<file path="config.mk">
export PLATFORM = sky130hd
export DESIGN_NAME = pdg_mux
export DESIGN_NICKNAME = d
export VERILOG_FILES = /design/src/core/pdg_mux.v
export VERILOG_INCLUDE_DIRS = /design/src /design/src/core
export SDC_FILE = /design/constraint.sdc
export NUM_CORES = 1
export LEC_CHECK = 0
export ABC_CLOCK_PERIOD_IN_PS = 8250
export BUFFER_PORTS_ARGS = -buffer_cell sky130_fd_sc_hd__buf_4
export CORE_AREA = 4 4 276 278
export CTS_CLUSTER_DIAMETER = 150
export DETAILED_ROUTE_END_ITERATION = 10
export DIE_AREA = 0 0 280 282
export GPL_TIMING_DRIVEN = 0
export PLACE_DENSITY = 0.47
export SYNTH_ARGS = -nofsm -noshare
export SYNTH_HDL_FRONTEND = slang
export SYNTH_SLANG_ARGS = --single-unit
</file>
<file path="constraint.sdc">
create_clock -name clock -period 8.25 [get_ports clock]
set_clock_uncertainty 0.1 [all_clocks]
set_input_delay 0.4125 -clock clock [delete_from_list [all_inputs] [get_ports clock]]
set_output_delay 0.4125 -clock clock [all_outputs]
set_load 0.005 [all_outputs]
</file>
<file path="src/core/pdg_mux_map.vh">
`ifndef PDG_MUX_MAP_VH
`define PDG_MUX_MAP_VH

// Register byte offsets, one aligned word each
`define PDG_OFF_D_LOW 8'h00
`define PDG_OFF_D_HIGH 8'h04
`define PDG_OFF_E_LOW 8'h08
`define PDG_OFF_E_HIGH 8'h0C
`define PDG_OFF_F_LOW 8'h10
`define PDG_OFF_F_HIGH 8'h14
`define PDG_OFF_G_LOW 8'h18
`define PDG_OFF_G_HIGH 8'h1C
`define PDG_ADDR_W 8
`define PDG_REG_COUNT 8

// Reset values
`define PDG_SEL_RESET 8'h00

// Writable bits per register; port D high bits 7:6 unimplemented
`define PDG_WMASK_FULL 8'hFF
`define PDG_WMASK_D_HIGH 8'h3F

// Pin index: port D 0..7, E 8..15, F 16..23, G 24..31
`define PDG_PINS 32

// Pins that act as GPIO under selection code 00, 01, 10, 11
`define PDG_GPIO_CODE0 32'hFFFFFFFF
`define PDG_GPIO_CODE1 32'hFF3CF400
`define PDG_GPIO_CODE2 32'h0F10F000
`define PDG_GPIO_CODE3 32'h00000000

// GPIO pins that also feed a timer clock or interrupt input
`define PDG_AUX_IN_MASK 32'h005F042B

// AXI responses
`define PDG_RESP_OKAY 2'h0
`define PDG_RESP_DECERR 2'h3

`endif

</file>
<file path="src/core/pdg_mux.v">
// Design decisions made here: the address map and register access over AXI4-Lite.
`timescale 1ns/10ps
`default_nettype none
`include "pdg_mux_map.vh"

//
// Contract
// - PD3 field: GPIO+PT clk2, PT7, AN11, SEG33
// - PD2 field: GPIO, PT2, UART1 TX, AN10
// - PD1 field: GPIO+ST clk1, UART1 RX/TX, AN9, SEG34
// - PD0 code 00: GPIO with interrupt 2
// - Port D high bits 7:6 read zero
// - PD6 field: GPIO, ST2, C1 out, SEG27
// - PD5 field: GPIO+PT clk3, UART0 TX, C1+, SEG32
// - PD4 field: GPIO, PT3, UART0 RX/TX, C1-
// - PE2 field: GPIO+PT clk1 twice, SPI SDI, SEG5
// - PE1 field: GPIO, ST0, SPI SDO, SEG6
// - PE7..5: GPIO, GPIO, reserved, SEG43..45
// - PE4: GPIO for 00..10, IO supply 11
// - PF3: GPIO+PT clk7 twice, SCK/SCL, SEG10
// - PF2: GPIO+PT clk6 twice, SDI/SDA, SEG11
// - PF1: GPIO+PT clk5, PT6, SDO, SEG12
// - PF0: GPIO+PT clk4, PT7, chip select, SEG13
// - PF6: GPIO+ST clk2, UART1 RX/TX, C0-, SEG31
// - PF5: GPIO twice, PT0, crystal pin 1
// - PF4: GPIO+PT clk0 thrice, crystal pin 2
// - PG3..0: GPIO thrice, then COM3..0
// - PG7..4: GPIO twice, COM7..4, SEG3..0
module pdg_mux (
    input wire clock,
    input wire rst,
    // AXI4-Lite slave
    input wire [7:0] s_axi_awaddr,
    input wire s_axi_awvalid,
    output wire s_axi_awready,
    input wire [31:0] s_axi_wdata,
    input wire [3:0] s_axi_wstrb,
    input wire s_axi_wvalid,
    output wire s_axi_wready,
    output reg [1:0] s_axi_bresp,
    output reg s_axi_bvalid,
    input wire s_axi_bready,
    input wire [7:0] s_axi_araddr,
    input wire s_axi_arvalid,
    output wire s_axi_arready,
    output reg [31:0] s_axi_rdata,
    output reg [1:0] s_axi_rresp,
    output reg s_axi_rvalid,
    input wire s_axi_rready,
    // Package pins, three signals each
    input wire [31:0] pin_in,
    output wire [31:0] pin_out,
    output wire [31:0] pin_oe,
    // GPIO port logic
    input wire [31:0] gpio_out,
    input wire [31:0] gpio_oe,
    output wire [31:0] gpio_in,
    // Timer clock and interrupt inputs beside GPIO
    output wire [31:0] aux_in,
    // Alternate functions for codes 01, 10, 11
    input wire [31:0] alt1_out,
    input wire [31:0] alt1_oe,
    output wire [31:0] alt1_in,
    input wire [31:0] alt2_out,
    input wire [31:0] alt2_oe,
    output wire [31:0] alt2_in,
    input wire [31:0] alt3_out,
    input wire [31:0] alt3_oe,
    output wire [31:0] alt3_in,
    // Set for every non-GPIO selection, digital alternates such as UART or timer included
    output wire [31:0] analog_en,
    // Raw selection codes, two bits per pin
    output wire [63:0] pin_sel
);

////////////////////////////////////////////////////////////////////////////////
// Address decode

function [3:0] pdg_decode;
    input [7:0] addr;
    begin
        // Bit 3 flags a valid hit, bits 2:0 the index
        if (addr[7:5] == 3'h0 && addr[1:0] == 2'h0) begin
            pdg_decode = {1'b1, addr[4:2]};
        end else begin
            pdg_decode = 4'h0;
        end
    end
endfunction

function [7:0] pdg_wmask;
    input [2:0] idx;
    begin
        if (idx == 3'h1) begin
            pdg_wmask = `PDG_WMASK_D_HIGH;
        end else begin
            pdg_wmask = `PDG_WMASK_FULL;
        end
    end
endfunction

////////////////////////////////////////////////////////////////////////////////
// Selection registers

reg [7:0] sel_r [0:7];
wire [3:0] wr_dec;
wire [3:0] rd_dec;
wire wr_go;
wire rd_go;

assign wr_dec = pdg_decode(s_axi_awaddr);
assign rd_dec = pdg_decode(s_axi_araddr);

// Address and data taken together; one write in flight
assign wr_go = s_axi_awvalid & s_axi_wvalid & ~s_axi_bvalid;
assign s_axi_awready = wr_go;
assign s_axi_wready = wr_go;
assign rd_go = s_axi_arvalid & ~s_axi_rvalid;
assign s_axi_arready = rd_go;

integer i;
always @(posedge clock or posedge rst) begin
    if (rst) begin
        for (i = 0; i < `PDG_REG_COUNT; i = i + 1) begin
            sel_r[i] <= `PDG_SEL_RESET;
        end
    end else if (wr_go && wr_dec[3] && s_axi_wstrb[0]) begin
        // Unimplemented bits never store, so they read zero
        sel_r[wr_dec[2:0]] <= s_axi_wdata[7:0] & pdg_wmask(wr_dec[2:0]);
    end
end

always @(posedge clock or posedge rst) begin
    if (rst) begin
        s_axi_bvalid <= 1'b0;
        s_axi_bresp <= `PDG_RESP_OKAY;
    end else if (wr_go) begin
        s_axi_bvalid <= 1'b1;
        s_axi_bresp <= wr_dec[3] ? `PDG_RESP_OKAY : `PDG_RESP_DECERR;
    end else if (s_axi_bready) begin
        s_axi_bvalid <= 1'b0;
    end
end

always @(posedge clock or posedge rst) begin
    if (rst) begin
        s_axi_rvalid <= 1'b0;
        s_axi_rresp <= `PDG_RESP_OKAY;
        s_axi_rdata <= 32'h00000000;
    end else if (rd_go) begin
        s_axi_rvalid <= 1'b1;
        if (rd_dec[3]) begin
            s_axi_rresp <= `PDG_RESP_OKAY;
            s_axi_rdata <= {24'h000000, sel_r[rd_dec[2:0]]};
        end else begin
            s_axi_rresp <= `PDG_RESP_DECERR;
            s_axi_rdata <= 32'h00000000;
        end
    end else if (s_axi_rready) begin
        s_axi_rvalid <= 1'b0;
    end
end

assign pin_sel = {sel_r[7], sel_r[6], sel_r[5], sel_r[4],
                  sel_r[3], sel_r[2], sel_r[1], sel_r[0]};

////////////////////////////////////////////////////////////////////////////////
// Pin input synchroniser: the whole bus updates only once stages two and three agree on all 32 bits

reg [31:0] sync1_r;
reg [31:0] sync2_r;
reg [31:0] sync3_r;
reg [31:0] pin_in_r;
wire [31:0] pin_in_nxt;

assign pin_in_nxt = (sync2_r == sync3_r) ? sync3_r : pin_in_r;

always @(posedge clock or posedge rst) begin
    if (rst) begin
        sync1_r <= 32'h00000000;
        sync2_r <= 32'h00000000;
        sync3_r <= 32'h00000000;
        pin_in_r <= 32'h00000000;
    end else begin
        sync1_r <= pin_in;
        sync2_r <= sync1_r;
        sync3_r <= sync2_r;
        pin_in_r <= pin_in_nxt;
    end
end

////////////////////////////////////////////////////////////////////////////////
// Per-pin function mux

localparam [31:0] GPIO_C0 = `PDG_GPIO_CODE0;
localparam [31:0] GPIO_C1 = `PDG_GPIO_CODE1;
localparam [31:0] GPIO_C2 = `PDG_GPIO_CODE2;
localparam [31:0] GPIO_C3 = `PDG_GPIO_CODE3;
localparam [31:0] AUX_MASK = `PDG_AUX_IN_MASK;

genvar p;
generate
    for (p = 0; p < `PDG_PINS; p = p + 1) begin : g_pin
        wire [1:0] code;
        wire is_gpio;
        assign code = pin_sel[2 * p + 1:2 * p];
        // Reserved code on PE7..5 falls back to GPIO, pin stays safe
        assign is_gpio = (code == 2'h0) ? GPIO_C0[p] :
                         (code == 2'h1) ? GPIO_C1[p] :
                         (code == 2'h2) ? GPIO_C2[p] :
                         GPIO_C3[p];
        // Only the selected source drives the pin
        assign pin_out[p] = is_gpio ? gpio_out[p] :
                            (code == 2'h1) ? alt1_out[p] :
                            (code == 2'h2) ? alt2_out[p] : alt3_out[p];
        assign pin_oe[p] = is_gpio ? gpio_oe[p] :
                           (code == 2'h1) ? alt1_oe[p] :
                           (code == 2'h2) ? alt2_oe[p] : alt3_oe[p];
        // Unselected consumers see a quiet zero
        assign gpio_in[p] = is_gpio & pin_in_r[p];
        assign aux_in[p] = is_gpio & AUX_MASK[p] & pin_in_r[p];
        assign alt1_in[p] = ~is_gpio & (code == 2'h1) & pin_in_r[p];
        assign alt2_in[p] = ~is_gpio & (code == 2'h2) & pin_in_r[p];
        assign alt3_in[p] = ~is_gpio & (code == 2'h3) & pin_in_r[p];
        assign analog_en[p] = ~is_gpio;
        // Port D pin 7 has no field bits: code stays 00, always GPIO
    end
endgenerate

endmodule
`default_nettype wire

</file>
Word level (Yosys, flattened, before mapping)
Cells that the tools add are included.

Logic and storage cells: 692. Bits of input ports: 347. Flip-flop bits (word level): 230.

Equal/unequal tests: 98. Bitwise gates (word level): 264. Order comparisons: 3. Mux-type cells: 267. Reduce and logical (&&, ||, !) cells: 43.

Operator list (count): 2-to-1 mux 1 bit (254); bitwise AND 1 bit (227); equality test 2 bit (second input constant) (64); zero test 2 bit (34); bitwise mux 64 bit (1); equality test 2 x 1 -> 1 bit (second input constant) (32); 2-to-1 mux 8 bit (6); inverter 1 bit (34); equality test 32 bit (1); binary-select mux 8 bit (select 3 bit) (1); demux 8 bit (select 3 bit) (1); bitwise AND 8 bit (1); greater-or-equal comparator 4 bit (second input constant) (2); 2-to-1 mux 4 bit (2); inverter 3 -> 4 bit (2); zero test 3 bit (2); logical AND 1 bit (5); < comparator 4 x 1 -> 1 bit (second input constant) (1); 2-to-1 mux 2 bit (2); nonzero test 2 bit (2); equality test 3 x 1 -> 1 bit (second input constant) (1).

Logic depth before layout (Yosys ltp)
Gate-level depths: netlist of the first run.

Depth after elaboration: 9. Mapped depth: 8. Mapped depth without buffers: 5.

Least setup slack after synthesis of the first run
No wires, ideal clock.

Path type: input-to-reg. Start point: input s_axi_awaddr[6]. End point: register sel_r (netlist bit pin_sel[16]). Setup slack: 5.777 ns. Stages on the path: 5. Data arrival time: 2.248 ns. Required time: 8.025 ns. Path buffers: 0. Cells stage by stage: or4_1 nor4_4 nand2b_1 nor3b_4 mux2_2.

Word-level cells in the longest chain between the ends: 9.

RTL lines: from (decl) (RTL line pdg_mux.v:33) `input wire [7:0] s_axi_awaddr,`; zero test 3 bit * (RTL line pdg_mux.v:83) `if (addr[7:5] == 3'h0 && addr[1:0] == 2'h0) begin`; logical AND 1 bit * (RTL line pdg_mux.v:83); 2-to-1 mux 4 bit * (RTL line pdg_mux.v:83); inverter 3 -> 4 bit (not written as such) (RTL line pdg_mux.v:129) `sel_r[wr_dec[2:0]] <= s_axi_wdata[7:0] & pdg_wmask(wr_dec[2:0]);`; greater-or-equal comparator 4 bit (not written as such) or < comparator 4 x 1 -> 1 bit (tied branches) (RTL line pdg_mux.v:129); logical AND 1 bit (not written as such) (RTL line pdg_mux.v:129); 2-to-1 mux 8 bit (not written as such) (RTL line pdg_mux.v:129); demux 8 bit (select 3 bit) (RTL line pdg_mux.v:129); bitwise mux 64 bit (RTL line pdg_mux.v:129); to (signal, indexed assignment) (RTL line pdg_mux.v:125) `` sel_r[i] <= `PDG_SEL_RESET; ``; to (signal, indexed assignment) (RTL line pdg_mux.v:129); to (decl) (RTL line pdg_mux.v:105) `reg [7:0] sel_r [0:7];`.

Every way passes the cells marked *; elsewhere a longest branch is shown, timed or not. A chain may end at the register's enable or synchronous reset.

Worst setup path after layout of the first run
Start point: input s_axi_araddr[4]. End point: register s_axi_rdata[5].

Word-level cells in the longest chain between the ends: 6.

RTL lines: from (decl) (RTL line pdg_mux.v:43) `input wire [7:0] s_axi_araddr,`; 2-to-1 mux 4 bit (RTL line pdg_mux.v:83); inverter 3 -> 4 bit (not written as such) (RTL line pdg_mux.v:154) `s_axi_rdata <= {24'h000000, sel_r[rd_dec[2:0]]};`; binary-select mux 8 bit (select 3 bit) (RTL line pdg_mux.v:154); 2-to-1 mux 8 bit (not written as such) (2 in a row) (RTL line pdg_mux.v:154); 2-to-1 mux 8 bit (RTL line pdg_mux.v:152) `if (rd_dec[3]) begin`; to (signal assigned) (RTL line pdg_mux.v:154); to (decl) (RTL line pdg_mux.v:46) `output reg [31:0] s_axi_rdata,`.

No other way between the ends. The select of a mux whose other input is x is not followed.

==> flow_summary_export.csv, run 1 <==
group,metric,value,unit
sta,setup_violations,0,
synthesis,yosysMostFrequentCell,"dfrtp_1",
clock_network,clk_pin_slew,60,ps
clock_network,insertion_delay,570,ps
die,dieHeight,282,um
grt,grt_pass1_wl,69500,um
power,comb_power_share,11.6,%
grt,grt_max_degree,127,
drt,first_pass_iters,7,
power,leakage,8.70,nW
clock_network,htree_levels,1,
critical_path,timing.rr.end,"pin_in_r[1]$_DFFE_PP0N_",
synthesis,ys_seq_elements,204,
power,vdd_drop_max,0.000107,V
drt,vias,9215,
critical_path,path_cells,"clkbuf_1 > clkbuf_1 > clkbuf_1 > mux4_2 > o21ai_0 > o21ai_0",
power,p_sw_share,23.8,%
place,dp_cells,2466,
power,p_seq_share,39.1,%
critical_path,cp_common_cell,"clkbuf_1",
sta,period_needed,2950,ps
layout,instances_no_fill,2553,
critical_path,setup.worst_path.class,"primary input to flop",
synthesis,synth_top_area_share,49.9,%
place,place_congestion,0.805,
critical_path,crit_path_max_fanout,10,
grt,first_global_vias,9459,
drt,ant_nets,0,
die,initial_core_util,13.8,%
layout,fillCellCount,7995,
min_path,holdPathStages,3,
clock_network,clkSinkCount,204,
power,switchingPower,0.000640,W
sta,fin_crit_sh,35.8,%
critical_path,r2r_start,"sync3_r[6]$_DFF_PP0_",
power,internal_power,0.00204,W
critical_path,critPathMaxStageDelay,840,ps
flow_run,drv_cap,0,
synthesis,synth_edf_count,0,
synthesis,synthFlopType,"dfrtp_1",
sta,fmax,339,MHz
synthesis,synth.distinct_cells,35,
critical_path,r2r_slack,5360,ps
grt,overflow,0,
synthesis,seq_area_frac_synth,49.9,%
drt,drtIter0Drc,352,
sta,hold_viol,0,
outcome,status,"finished clean",
die,die_area,79000,um^2
drt,postRouteWirelength,51200,um
clock_network,root_buffer,"clkbuf_16",
synthesis,synthArstFlopShare,100,%
critical_path,cp-start-kind,"primary input",
sta,max_slew_margin,27.6,%
layout,layout-drive-gt1-share,53.7,%
synthesis,netlist_top_cells_count,"dfrtp_1 (204), mux2_2 (98), buf_4 (86)",
die,chipWidth,280,um
die,pin_count,708,
critical_path,reg2reg_depth,6,
die,fp-row-count,100,
sta,grt_setup_unrepaired,"no",
critical_path,cp_slowest_cell,"clkbuf_1",
synthesis,synth_area_leaders,"dfrtp_1 (50%), mux2_2 (11%), mux4_2 (8.4%)",
min_path,min_path_type,"primary input to flop",
synthesis,post-synth-top-area-cell,"dfrtp_1",
drt,vias_per_cell,3.61,
sta,slew_violations,0,
place,port_buffers,554,
synthesis,syn_inst,872,
grt,track_usage,12.2,%
clock_network,cts_buffers,27,
power,pwr-share-clk,49.3,%
layout,design_area,17300,um^2
die,design.core.area,73900,um^2
power,pwr_density_cell,155,nW/um^2
synthesis,ys_warn_count,0,
layout,final_nets,1908,
place,hpwlAfterDp,42200,um
critical_path,critPathCaptureType,"flop",
clock_network,cts_buffer_depth,3,
place,postPlaceCellArea,15900,um^2
sta,worst_pin_slew,1080,ps
drt,drcViolationCount,0,
drt,wl_per_cell,20.0,um
critical_path,arrival,3300,ps
synthesis,syn_area,10200,um^2
synthesis,avgSynthCellArea,11.7,um^2
critical_path,worst_ep_required_time,8600,ps
min_path,min_delay_worst_endpoint,"s_axi_bresp[0]$_DFFE_PP0P_",
layout,syn2layout_area_growth,68.7,%
grt,grt_antenna_before_repair,3,
clock_network,cts_tree,"done",
clock_network,postCtsResizedCells,0,
min_path,hold_start,"s_axi_awaddr[0]",
## power groups by stage
stage                     Clock, W  Sequential, W  Combinational (W)
after floorplan                  0        0.00106           0.000118
after global placement           0        0.00107           0.000296
after detailed placement         0        0.00107           0.000303
after CTS                  0.00139        0.00105           0.000318
after global routing       0.00142        0.00105           0.000341
final                      0.00132        0.00105           0.000311
## cell usage in the layout, fill, tap and decap left out, types with 33 or more instances in the layout
master | synthesis | final
and3_1 | 33 | 33
buf_4 | 86 | 640
clkbuf_1 | 52 | 53
conb_1 | 1 | 71
dfrtp_1 | 204 | 204
dlygate4sd3_1 | 0 | 35
mux2_2 | 98 | 98
mux4_2 | 38 | 38
nand2_1 | 71 | 71
nor2_1 | 51 | 51
## worst max-delay path: cells and delay by family
kind,cells,cell delay [ps]
AOI/OAI and AO/OA,2,390
buffers and inverters,3,1920
muxes,1,530
## logic make-up after synthesis
logic type / synth area share, %
compound gates: 3.86
mux: 21.9
other cells: 0.0366
buf+inv: 9.16
flops: 49.9
simple gates: 12.4
xor+xnor: 2.74
## routing by layer
metal  global-route usage [%]  vias to the layer above  share of wire [%]
li1                         -                     4251                  -
met3                     3.30                       41                8.4
met5                        0                        -                  0
met4                     2.11                        0                1.7
met2                     22.7                      428                 52
met1                     14.3                     4495                 38
## sequential cells by signal, indices dropped and copies added (netlist names)
signal	count
pin_in_r	32
pin_sel	64
s_axi_bresp	1
s_axi_bvalid	1
s_axi_rdata	8
s_axi_rresp	1
s_axi_rvalid	1
sync1_r	32
sync2_r	32
sync3_r	32
## metrics by stage
stage | worst slack, ps | power, W | util (%) | TNS [ps] | hold slack, ps
finish | 5300 | 0.00268 | 23.3 | 0 | 96.6
floorplan | 2170 | 0.00118 | - | 0 | 231
detailed placement | 4560 | 0.00137 | 21.5 | 0 | 236
CTS | 5020 | 0.00276 | 23.3 | 0 | 33.9
global placement | -758 | 0.00137 | 21.5 | -143490 | 231
global route | 5040 | 0.00282 | 23.3 | 0 | 75.5
## worst max path at each step
stage / from / endpoint / cells after the start
6_report: s_axi_araddr[4] / s_axi_rdata[5]$_DFFE_PP0P_ / 6
5_1_grt: sync3_r[2]$_DFF_PP0_ / pin_in_r[4]$_DFFE_PP0N_ / 6
4_1_cts: sync3_r[25]$_DFF_PP0_ / pin_in_r[1]$_DFFE_PP0N_ / 6
3_5_place_dp: s_axi_araddr[4] / s_axi_rdata[5]$_DFFE_PP0P_ / 6
3_3_place_gp: rst / pin_sel[22]$_DFFE_PP0P_ / 2
2_1_floorplan: rst / pin_in_r[0]$_DFFE_PP0N_ / 1
## final cells by class
cell class | instances | area [um^2] | area share, %
Clock inverter | 18 | 269 | 1.56
Sequential cell | 204 | 5100 | 29.6
Inverter | 20 | 82.6 | 0.478
Clock buffer | 32 | 734 | 4.25
Antenna cell | 2 | 5.00 | 0.0290
Buffer | 143 | 862 | 4.99
Timing Repair Buffer | 590 | 4540 | 26.3
Tap cell | 969 | 1210 | 7.02
Multi-Input combinational cell | 575 | 4460 | 25.8
## what timing repair did
action	CTS	global route
setup endpoints to repair	0	0
hold buffers	35	0
setup buffers	0	0
hold endpoints to repair	112	0
No activity file was read; power rests on OpenSTA's default activity.
==> inputs of run 2 (changes only) <==
--- a/config.mk
+++ b/config.mk
@@ -6,14 +6,14 @@
 export SDC_FILE = /design/constraint.sdc
 export NUM_CORES = 1
 export LEC_CHECK = 0
-export ABC_CLOCK_PERIOD_IN_PS = 8250
+export ABC_CLOCK_PERIOD_IN_PS = 2700
 export BUFFER_PORTS_ARGS = -buffer_cell sky130_fd_sc_hd__buf_4
 export CORE_AREA = 4 4 276 278
 export CTS_CLUSTER_DIAMETER = 150
 export DETAILED_ROUTE_END_ITERATION = 10
 export DIE_AREA = 0 0 280 282
 export GPL_TIMING_DRIVEN = 0
-export PLACE_DENSITY = 0.47
+export PLACE_DENSITY = 0.48
 export SYNTH_ARGS = -nofsm -noshare
 export SYNTH_HDL_FRONTEND = slang
 export SYNTH_SLANG_ARGS = --single-unit
==> constraint.sdc (replaced) <==
create_clock -name clock -period 2.7 [get_ports clock]
set_clock_uncertainty 0.1 [all_clocks]
set_input_delay 0.135 -clock clock [delete_from_list [all_inputs] [get_ports clock]]
set_output_delay 0.135 -clock clock [all_outputs]
set_load 0.005 [all_outputs]
==> flow_summary_export.csv, run 2 (synthesis results as in run 1) <==
group,metric,value,unit
layout,final_cell_mix,"buf_4 (642), dfrtp_1 (204), mux2_2 (98)",
drt,first_pass_iters,4,
critical_path,timing.rr.end,"pin_sel[1]$_DFFE_PP0P_",
layout,layout_commonest_cell,"buf_4",
layout,largest_register_ffs,64,
power,internal_power,0.00578,W
sta,slew_violations,0,
sta,fmax,386,MHz
power,comb_power_share,12.9,%
layout,syn2layout_area_growth,70.4,%
clock_network,root_buffer,"clkbuf_16",
critical_path,r2r_slack,110,ps
critical_path,worst_ep_required_time,3050,ps
sta,grt_setup_unrepaired,"yes",
clock_network,insertion_delay,570,ps
clock_network,cts_buffers,27,
clock_network,clk_pin_slew,60,ps
die,pin_count,708,
die,dieHeight,282,um
die,initial_core_util,13.8,%
die,chipWidth,280,um
die,die_area,79000,um^2
sta,setup_violations,0,
drt,ant_nets,0,
min_path,hold_start,"pin_in[1]",
power,p_seq_share,41.6,%
place,port_buffers,554,
place,place_congestion,0.816,
critical_path,crit_path_max_fanout,10,
layout,multi_input_area,4490,um^2
clock_network,cts_buffer_depth,3,
min_path,min_path_type,"primary input to flop",
critical_path,r2r_start,"s_axi_bvalid$_DFFE_PP0P_",
layout,seq_area,5100,um^2
sta,fin_crit_sh,96.1,%
grt,grt_max_degree,43,
grt,grt_antenna_before_repair,7,
die,design.core.area,73900,um^2
sta,period_needed,2590,ps
power,pwr_density_cell,442,nW/um^2
grt,grt_pass1_wl,70100,um
layout,utilization,23.6,%
grt,track_usage,12.3,%
clock_network,htree_levels,1,
grt,first_global_vias,9631,
layout,layout-drive-gt1-share,53.6,%
power,switchingPower,0.00194,W
power,vdd_drop_max,0.000413,V
clock_network,cts_tree,"done",
drt,vias,9282,
sta,worst_pin_slew,928,ps
clock_network,clkSinkCount,204,
critical_path,arrival,2950,ps
critical_path,cp-start-kind,"flop",
die,fp-row-count,100,
power,pwr-share-clk,45.5,%
power,finalPower,0.00771,W
drt,vias_per_cell,3.60,
drt,postRouteWirelength,52100,um
critical_path,setup.worst_path.class,"flop to flop",
grt,overflow,0,
power,leakage,8.79,nW
drt,wl_per_cell,20.2,um
power,p_sw_share,25.1,%
critical_path,reg2reg_depth,4,
critical_path,critPathCaptureType,"flop",
drt,drcViolationCount,0,
place,hpwlAfterDp,43000,um
outcome,status,"finished clean",
min_path,holdPathStages,2,
layout,final_nets,1932,
layout,fillCellCount,7991,
min_path,min_delay_worst_endpoint,"sync1_r[1]$_DFF_PP0_",
drt,drtIter0Drc,375,
sta,hold_viol,0,
sta,max_slew_margin,38.1,%
flow_run,drv_cap,0,
run 2: cell type report:
cell class                 count  area share, %
antenna                        2         0.0287
buffer                       142           4.95
clock buffer                  37           4.49
clock inverter                12          0.452
inverter                      20          0.452
multi-input combinational    575           25.8
sequential                   204           29.3
tap                          969           6.95
timing repair buffer         615           27.7
run 2: layer usage:
metal  global-route usage, %  part of all wire [%]  routed length, um  up-vias
met5                       0                     0                  0        -
met4                    2.44                   2.2               1120        0
met3                    2.75                   7.5               3900       50
met2                    22.3                    50              26000      435
met1                    15.1                    40              21000     4482
li1                        -                     -                  -     4315
run 2: critical path: stages, from the launching register on:
cell and delay [ps]:
dfrtp_1 400, nand3b_1 300, nor4_4 450, nand3b_1 700, mux2_2 520
run 2: metrics by stage:
step           cell area (um^2)  TNS, ps  instances  setup slack, ps  hold slack (ps)
6_report                  17400        0       2576              106              127
2_1_floorplan             10500   -36570        942             -179             66.4
5_1_grt                   17400    -13.3       2574            -7.36             99.5
3_3_place_gp              15900  -359660       2465            -1690              145
3_5_place_dp              16000   -21120       2470             -760              146
4_1_cts                   17400        0       2573             14.2             79.4
run 2: worst max path at each step:
stage                                         from                         end  slack (ps)  cells after the start
after floorplan                                rst     pin_in_r[0]$_DFFE_PP0N_        -180                      1
after global placement                         rst     pin_sel[45]$_DFFE_PP0P_       -1690                      2
after detailed placement           s_axi_araddr[4]  s_axi_rdata[5]$_DFFE_PP0P_        -760                      6
after CTS                 s_axi_bvalid$_DFFE_PP0P_     pin_sel[28]$_DFFE_PP0P_          10                      4
after global routing      s_axi_bvalid$_DFFE_PP0P_      pin_sel[1]$_DFFE_PP0P_          -7                      4
final                     s_axi_bvalid$_DFFE_PP0P_      pin_sel[1]$_DFFE_PP0P_         110                      4
run 2: power by group through the flow:
stage | sequential (W) | clock, W | combinational, W
after floorplan | 0.00325 | 0 | 0.000360
after detailed placement | 0.00327 | 0 | 0.000941
after global placement | 0.00327 | 0 | 0.000910
final | 0.00321 | 0.00351 | 0.000996
after CTS | 0.00321 | 0.00371 | 0.00101
after global routing | 0.00322 | 0.00379 | 0.00109
run 2: repair_timing:
action,in CTS,in global routing
buffers inserted,2,1
pin swaps,2,2
hold buffers,53,0
endpoints found under the hold margin,137,0
endpoints found under the setup margin,49,28
gates resized for setup,12,4
==> inputs of run 3 (changes only) <==
--- a/config.mk
+++ b/config.mk
@@ -6,14 +6,15 @@
 export SDC_FILE = /design/constraint.sdc
 export NUM_CORES = 1
 export LEC_CHECK = 0
+export ABC_AREA = 1
 export ABC_CLOCK_PERIOD_IN_PS = 2700
 export BUFFER_PORTS_ARGS = -buffer_cell sky130_fd_sc_hd__buf_4
-export CORE_AREA = 4 4 276 278
+export CORE_AREA = 4 4 274 276
 export CTS_CLUSTER_DIAMETER = 150
 export DETAILED_ROUTE_END_ITERATION = 10
-export DIE_AREA = 0 0 280 282
+export DIE_AREA = 0 0 278 280
 export GPL_TIMING_DRIVEN = 0
-export PLACE_DENSITY = 0.48
+export PLACE_DENSITY = 0.49
 export SYNTH_ARGS = -nofsm -noshare
 export SYNTH_HDL_FRONTEND = slang
 export SYNTH_SLANG_ARGS = --single-unit
==> flow_summary_export.csv, run 3 <==
group,metric,value,unit
layout,syn2layout_area_growth,67.7,%
grt,grt_max_degree,40,
drt,vias_per_cell,3.72,
critical_path,crit_path_end,"s_axi_bresp[0]$_DFFE_PP0P_",
drt,ant_nets,0,
place,place_congestion,0.809,
flow_run,drv_cap,0,
synthesis,syn_area,10700,um^2
sta,tns,0,ps
power,vdd_drop_max,0.000391,V
die,fp-row-count,99,
synthesis,ys_seq_elements,204,
power,pwr_density_cell,464,nW/um^2
die,pin_count,708,
critical_path,critPathCaptureType,"flop",
place,postPlaceCellArea,16300,um^2
synthesis,synth_edf_count,0,
critical_path,arrival,2880,ps
clock_network,cts_tree,"done",
critical_path,startpoint,"s_axi_awaddr[5]",
critical_path,cp-start-kind,"primary input",
clock_network,clkSinkCount,204,
synthesis,ys_warn_count,0,
synthesis,seq_area_frac_synth,47.9,%
clock_network,cts_buffer_depth,3,
layout,largest_register_ffs,64,
synthesis,post-synth-top-area-cell,"dfrtp_1",
synthesis,synth.distinct_cells,33,
die,dieHeight,280,um
critical_path,cp_slowest_cell,"dlygate4sd3_1",
power,leakage,9.11,nW
sta,hold_ws,72.4,ps
die,chipWidth,278,um
drt,postRouteWirelength,57300,um
min_path,min_path_type,"primary input to flop",
critical_path,r2r_start,"sync3_r[8]$_DFF_PP0_",
die,design.core.area,72600,um^2
sta,period_needed,2510,ps
drt,wl_per_cell,18.7,um
critical_path,r2r_slack,340,ps
sta,fmax,398,MHz
synthesis,synth_area_leaders,"dfrtp_1 (48%), nand2_1 (15%), nand3_1 (6.7%)",
grt,overflow,0,
synthesis,yosysMostFrequentCell,"nand2_1",
synthesis,synthFlopType,"dfrtp_1",
sta,max_slew_margin,25.3,%
layout,final_nets,2426,
clock_network,root_buffer,"clkbuf_16",
synthesis,synthArstFlopShare,100,%
critical_path,timing.rr.end,"pin_in_r[4]$_DFFE_PP0N_",
drt,drtIter0Drc,543,
critical_path,critPathMaxStageDelay,590,ps
synthesis,netlist_top_cells_count,"nand2_1 (431), dfrtp_1 (204), nand3_1 (143)",
clock_network,clk_pin_slew,60,ps
synthesis,synth_top_area_share,47.9,%
sta,slew_violations,0,
sta,hold_viol,0,
grt,track_usage,14.0,%
outcome,status,"finished clean",
critical_path,worst_ep_required_time,3070,ps
layout,final_cell_mix,"buf_4 (636), nand2_1 (431), dfrtp_1 (204)",
drt,drcViolationCount,0,
die,die_area,77800,um^2
drt,vias,11400,
critical_path,reg2reg_depth,9,
power,finalPower,0.00829,W
drt,first_pass_iters,5,
critical_path,path_cells,"dlygate4sd3_1 > buf_4 > nor2_2 > dlygate4sd3_1 > nand3_4 > nor2_4 > dlygate4sd3_1 > nor2_1 > dlygate4sd3_1",
clock_network,cts_buffers,28,
clock_network,insertion_delay,590,ps
sta,setup_violations,0,
clock_network,cts_setup_buffers,0,
clock_network,htree_levels,1,
layout,design_area,17900,um^2
sta,grt_setup_unrepaired,"no",
critical_path,setup.worst_path.class,"primary input to flop",
place,hpwlAfterDp,47200,um
grt,grt_pass1_wl,80400,um
synthesis,syn_inst,1375,
sta,fin_crit_sh,93.0,%
die,initial_core_util,14.7,%
layout,layout_commonest_cell,"buf_4",
place,port_buffers,549,
critical_path,crit_path_max_fanout,5,
grt,first_global_vias,11600,
synthesis,avgSynthCellArea,7.75,um^2
grt,grt_antenna_before_repair,8,
layout,layout-drive-gt1-share,35.2,%
critical_path,cp_common_cell,"dlygate4sd3_1",
sta,worst_pin_slew,1120,ps
## run 3: cell count changes after synthesis, sizes merged, moves of 16 or more
cell,change
nand2,+366
mux4,-38
buf,+16
o21ai,+34
nor3,+61
nand3,+141
nand4,+22
and3,-33
nor2,+80
mux2i,-28
mux2,-98
clkbuf,-31
inv,+102
## run 3: repair_timing
| action | in CTS | in global routing |
|---|---|---|
| setup endpoints to repair | 30 | 0 |
| hold buffers | 50 | 0 |
| hold endpoints to repair | 182 | 0 |
| resized for setup | 1 | 0 |
## run 3: area by class of cell
type | instances | area [um^2]
clock buffer | 37 | 785
timing repair buffer | 604 | 4720
antenna | 4 | 10.0
inverter | 124 | 474
sequential | 204 | 5100
buffer | 128 | 862
tap | 959 | 1200
clock inverter | 15 | 224
fill | 8047 | 54700
multi-input combinational | 989 | 4490
## run 3: worst max-delay path, delay by kind of cell
kind | cells | cell delay [ps]
buf+inv | 5 | 2360
simple gates | 4 | 380
## run 3: worst min path at each step
stage,end,depth (start not counted),start
2_1_floorplan,sync1_r[0]$_DFF_PP0_,0,pin_in[0]
3_3_place_gp,sync1_r[20]$_DFF_PP0_,1,pin_in[20]
3_5_place_dp,sync1_r[2]$_DFF_PP0_,2,rst
4_1_cts,s_axi_rdata[1]$_DFFE_PP0P_,7,s_axi_araddr[4]
5_1_grt,sync1_r[22]$_DFF_PP0_,2,pin_in[22]
6_report,s_axi_rdata[1]$_DFFE_PP0P_,7,s_axi_araddr[4]
## run 3: logic make-up after synthesis
family / share of synthesized area [%]
AND/OR/NAND/NOR: 33.1
flip-flops: 47.9
other: 0.0352
AO/OA/AOI/OAI: 4.12
XOR/XNOR: 2.30
buffers and inverters: 12.5
## run 3: metrics by stage
step,utilization (%),worst slack [ps],instances
global route,24.6,66.5,3061
finish,24.6,189,3064
CTS,24.6,92.9,3060
global placement,22.4,-1900,2953
detailed placement,22.5,-65.4,2958
floorplan,-,-179,1445
## run 3: report_power, final
| group | total [W] | switching (W) | internal, W |
|---|---|---|---|
| Combinational | 0.00105 | 0.000468 | 0.000586 |
| Sequential | 0.00322 | 0.0000712 | 0.00315 |
| Clock | 0.00402 | 0.00157 | 0.00245 |
| Total | 0.00829 | 0.00211 | 0.00618 |
## run 3: routing by layer
layer	GRT usage [%]	part of all wire, %
met2	24.5	49
met4	2.81	2.2
met1	17.3	42
met5	0	0.072
met3	3.95	7.3
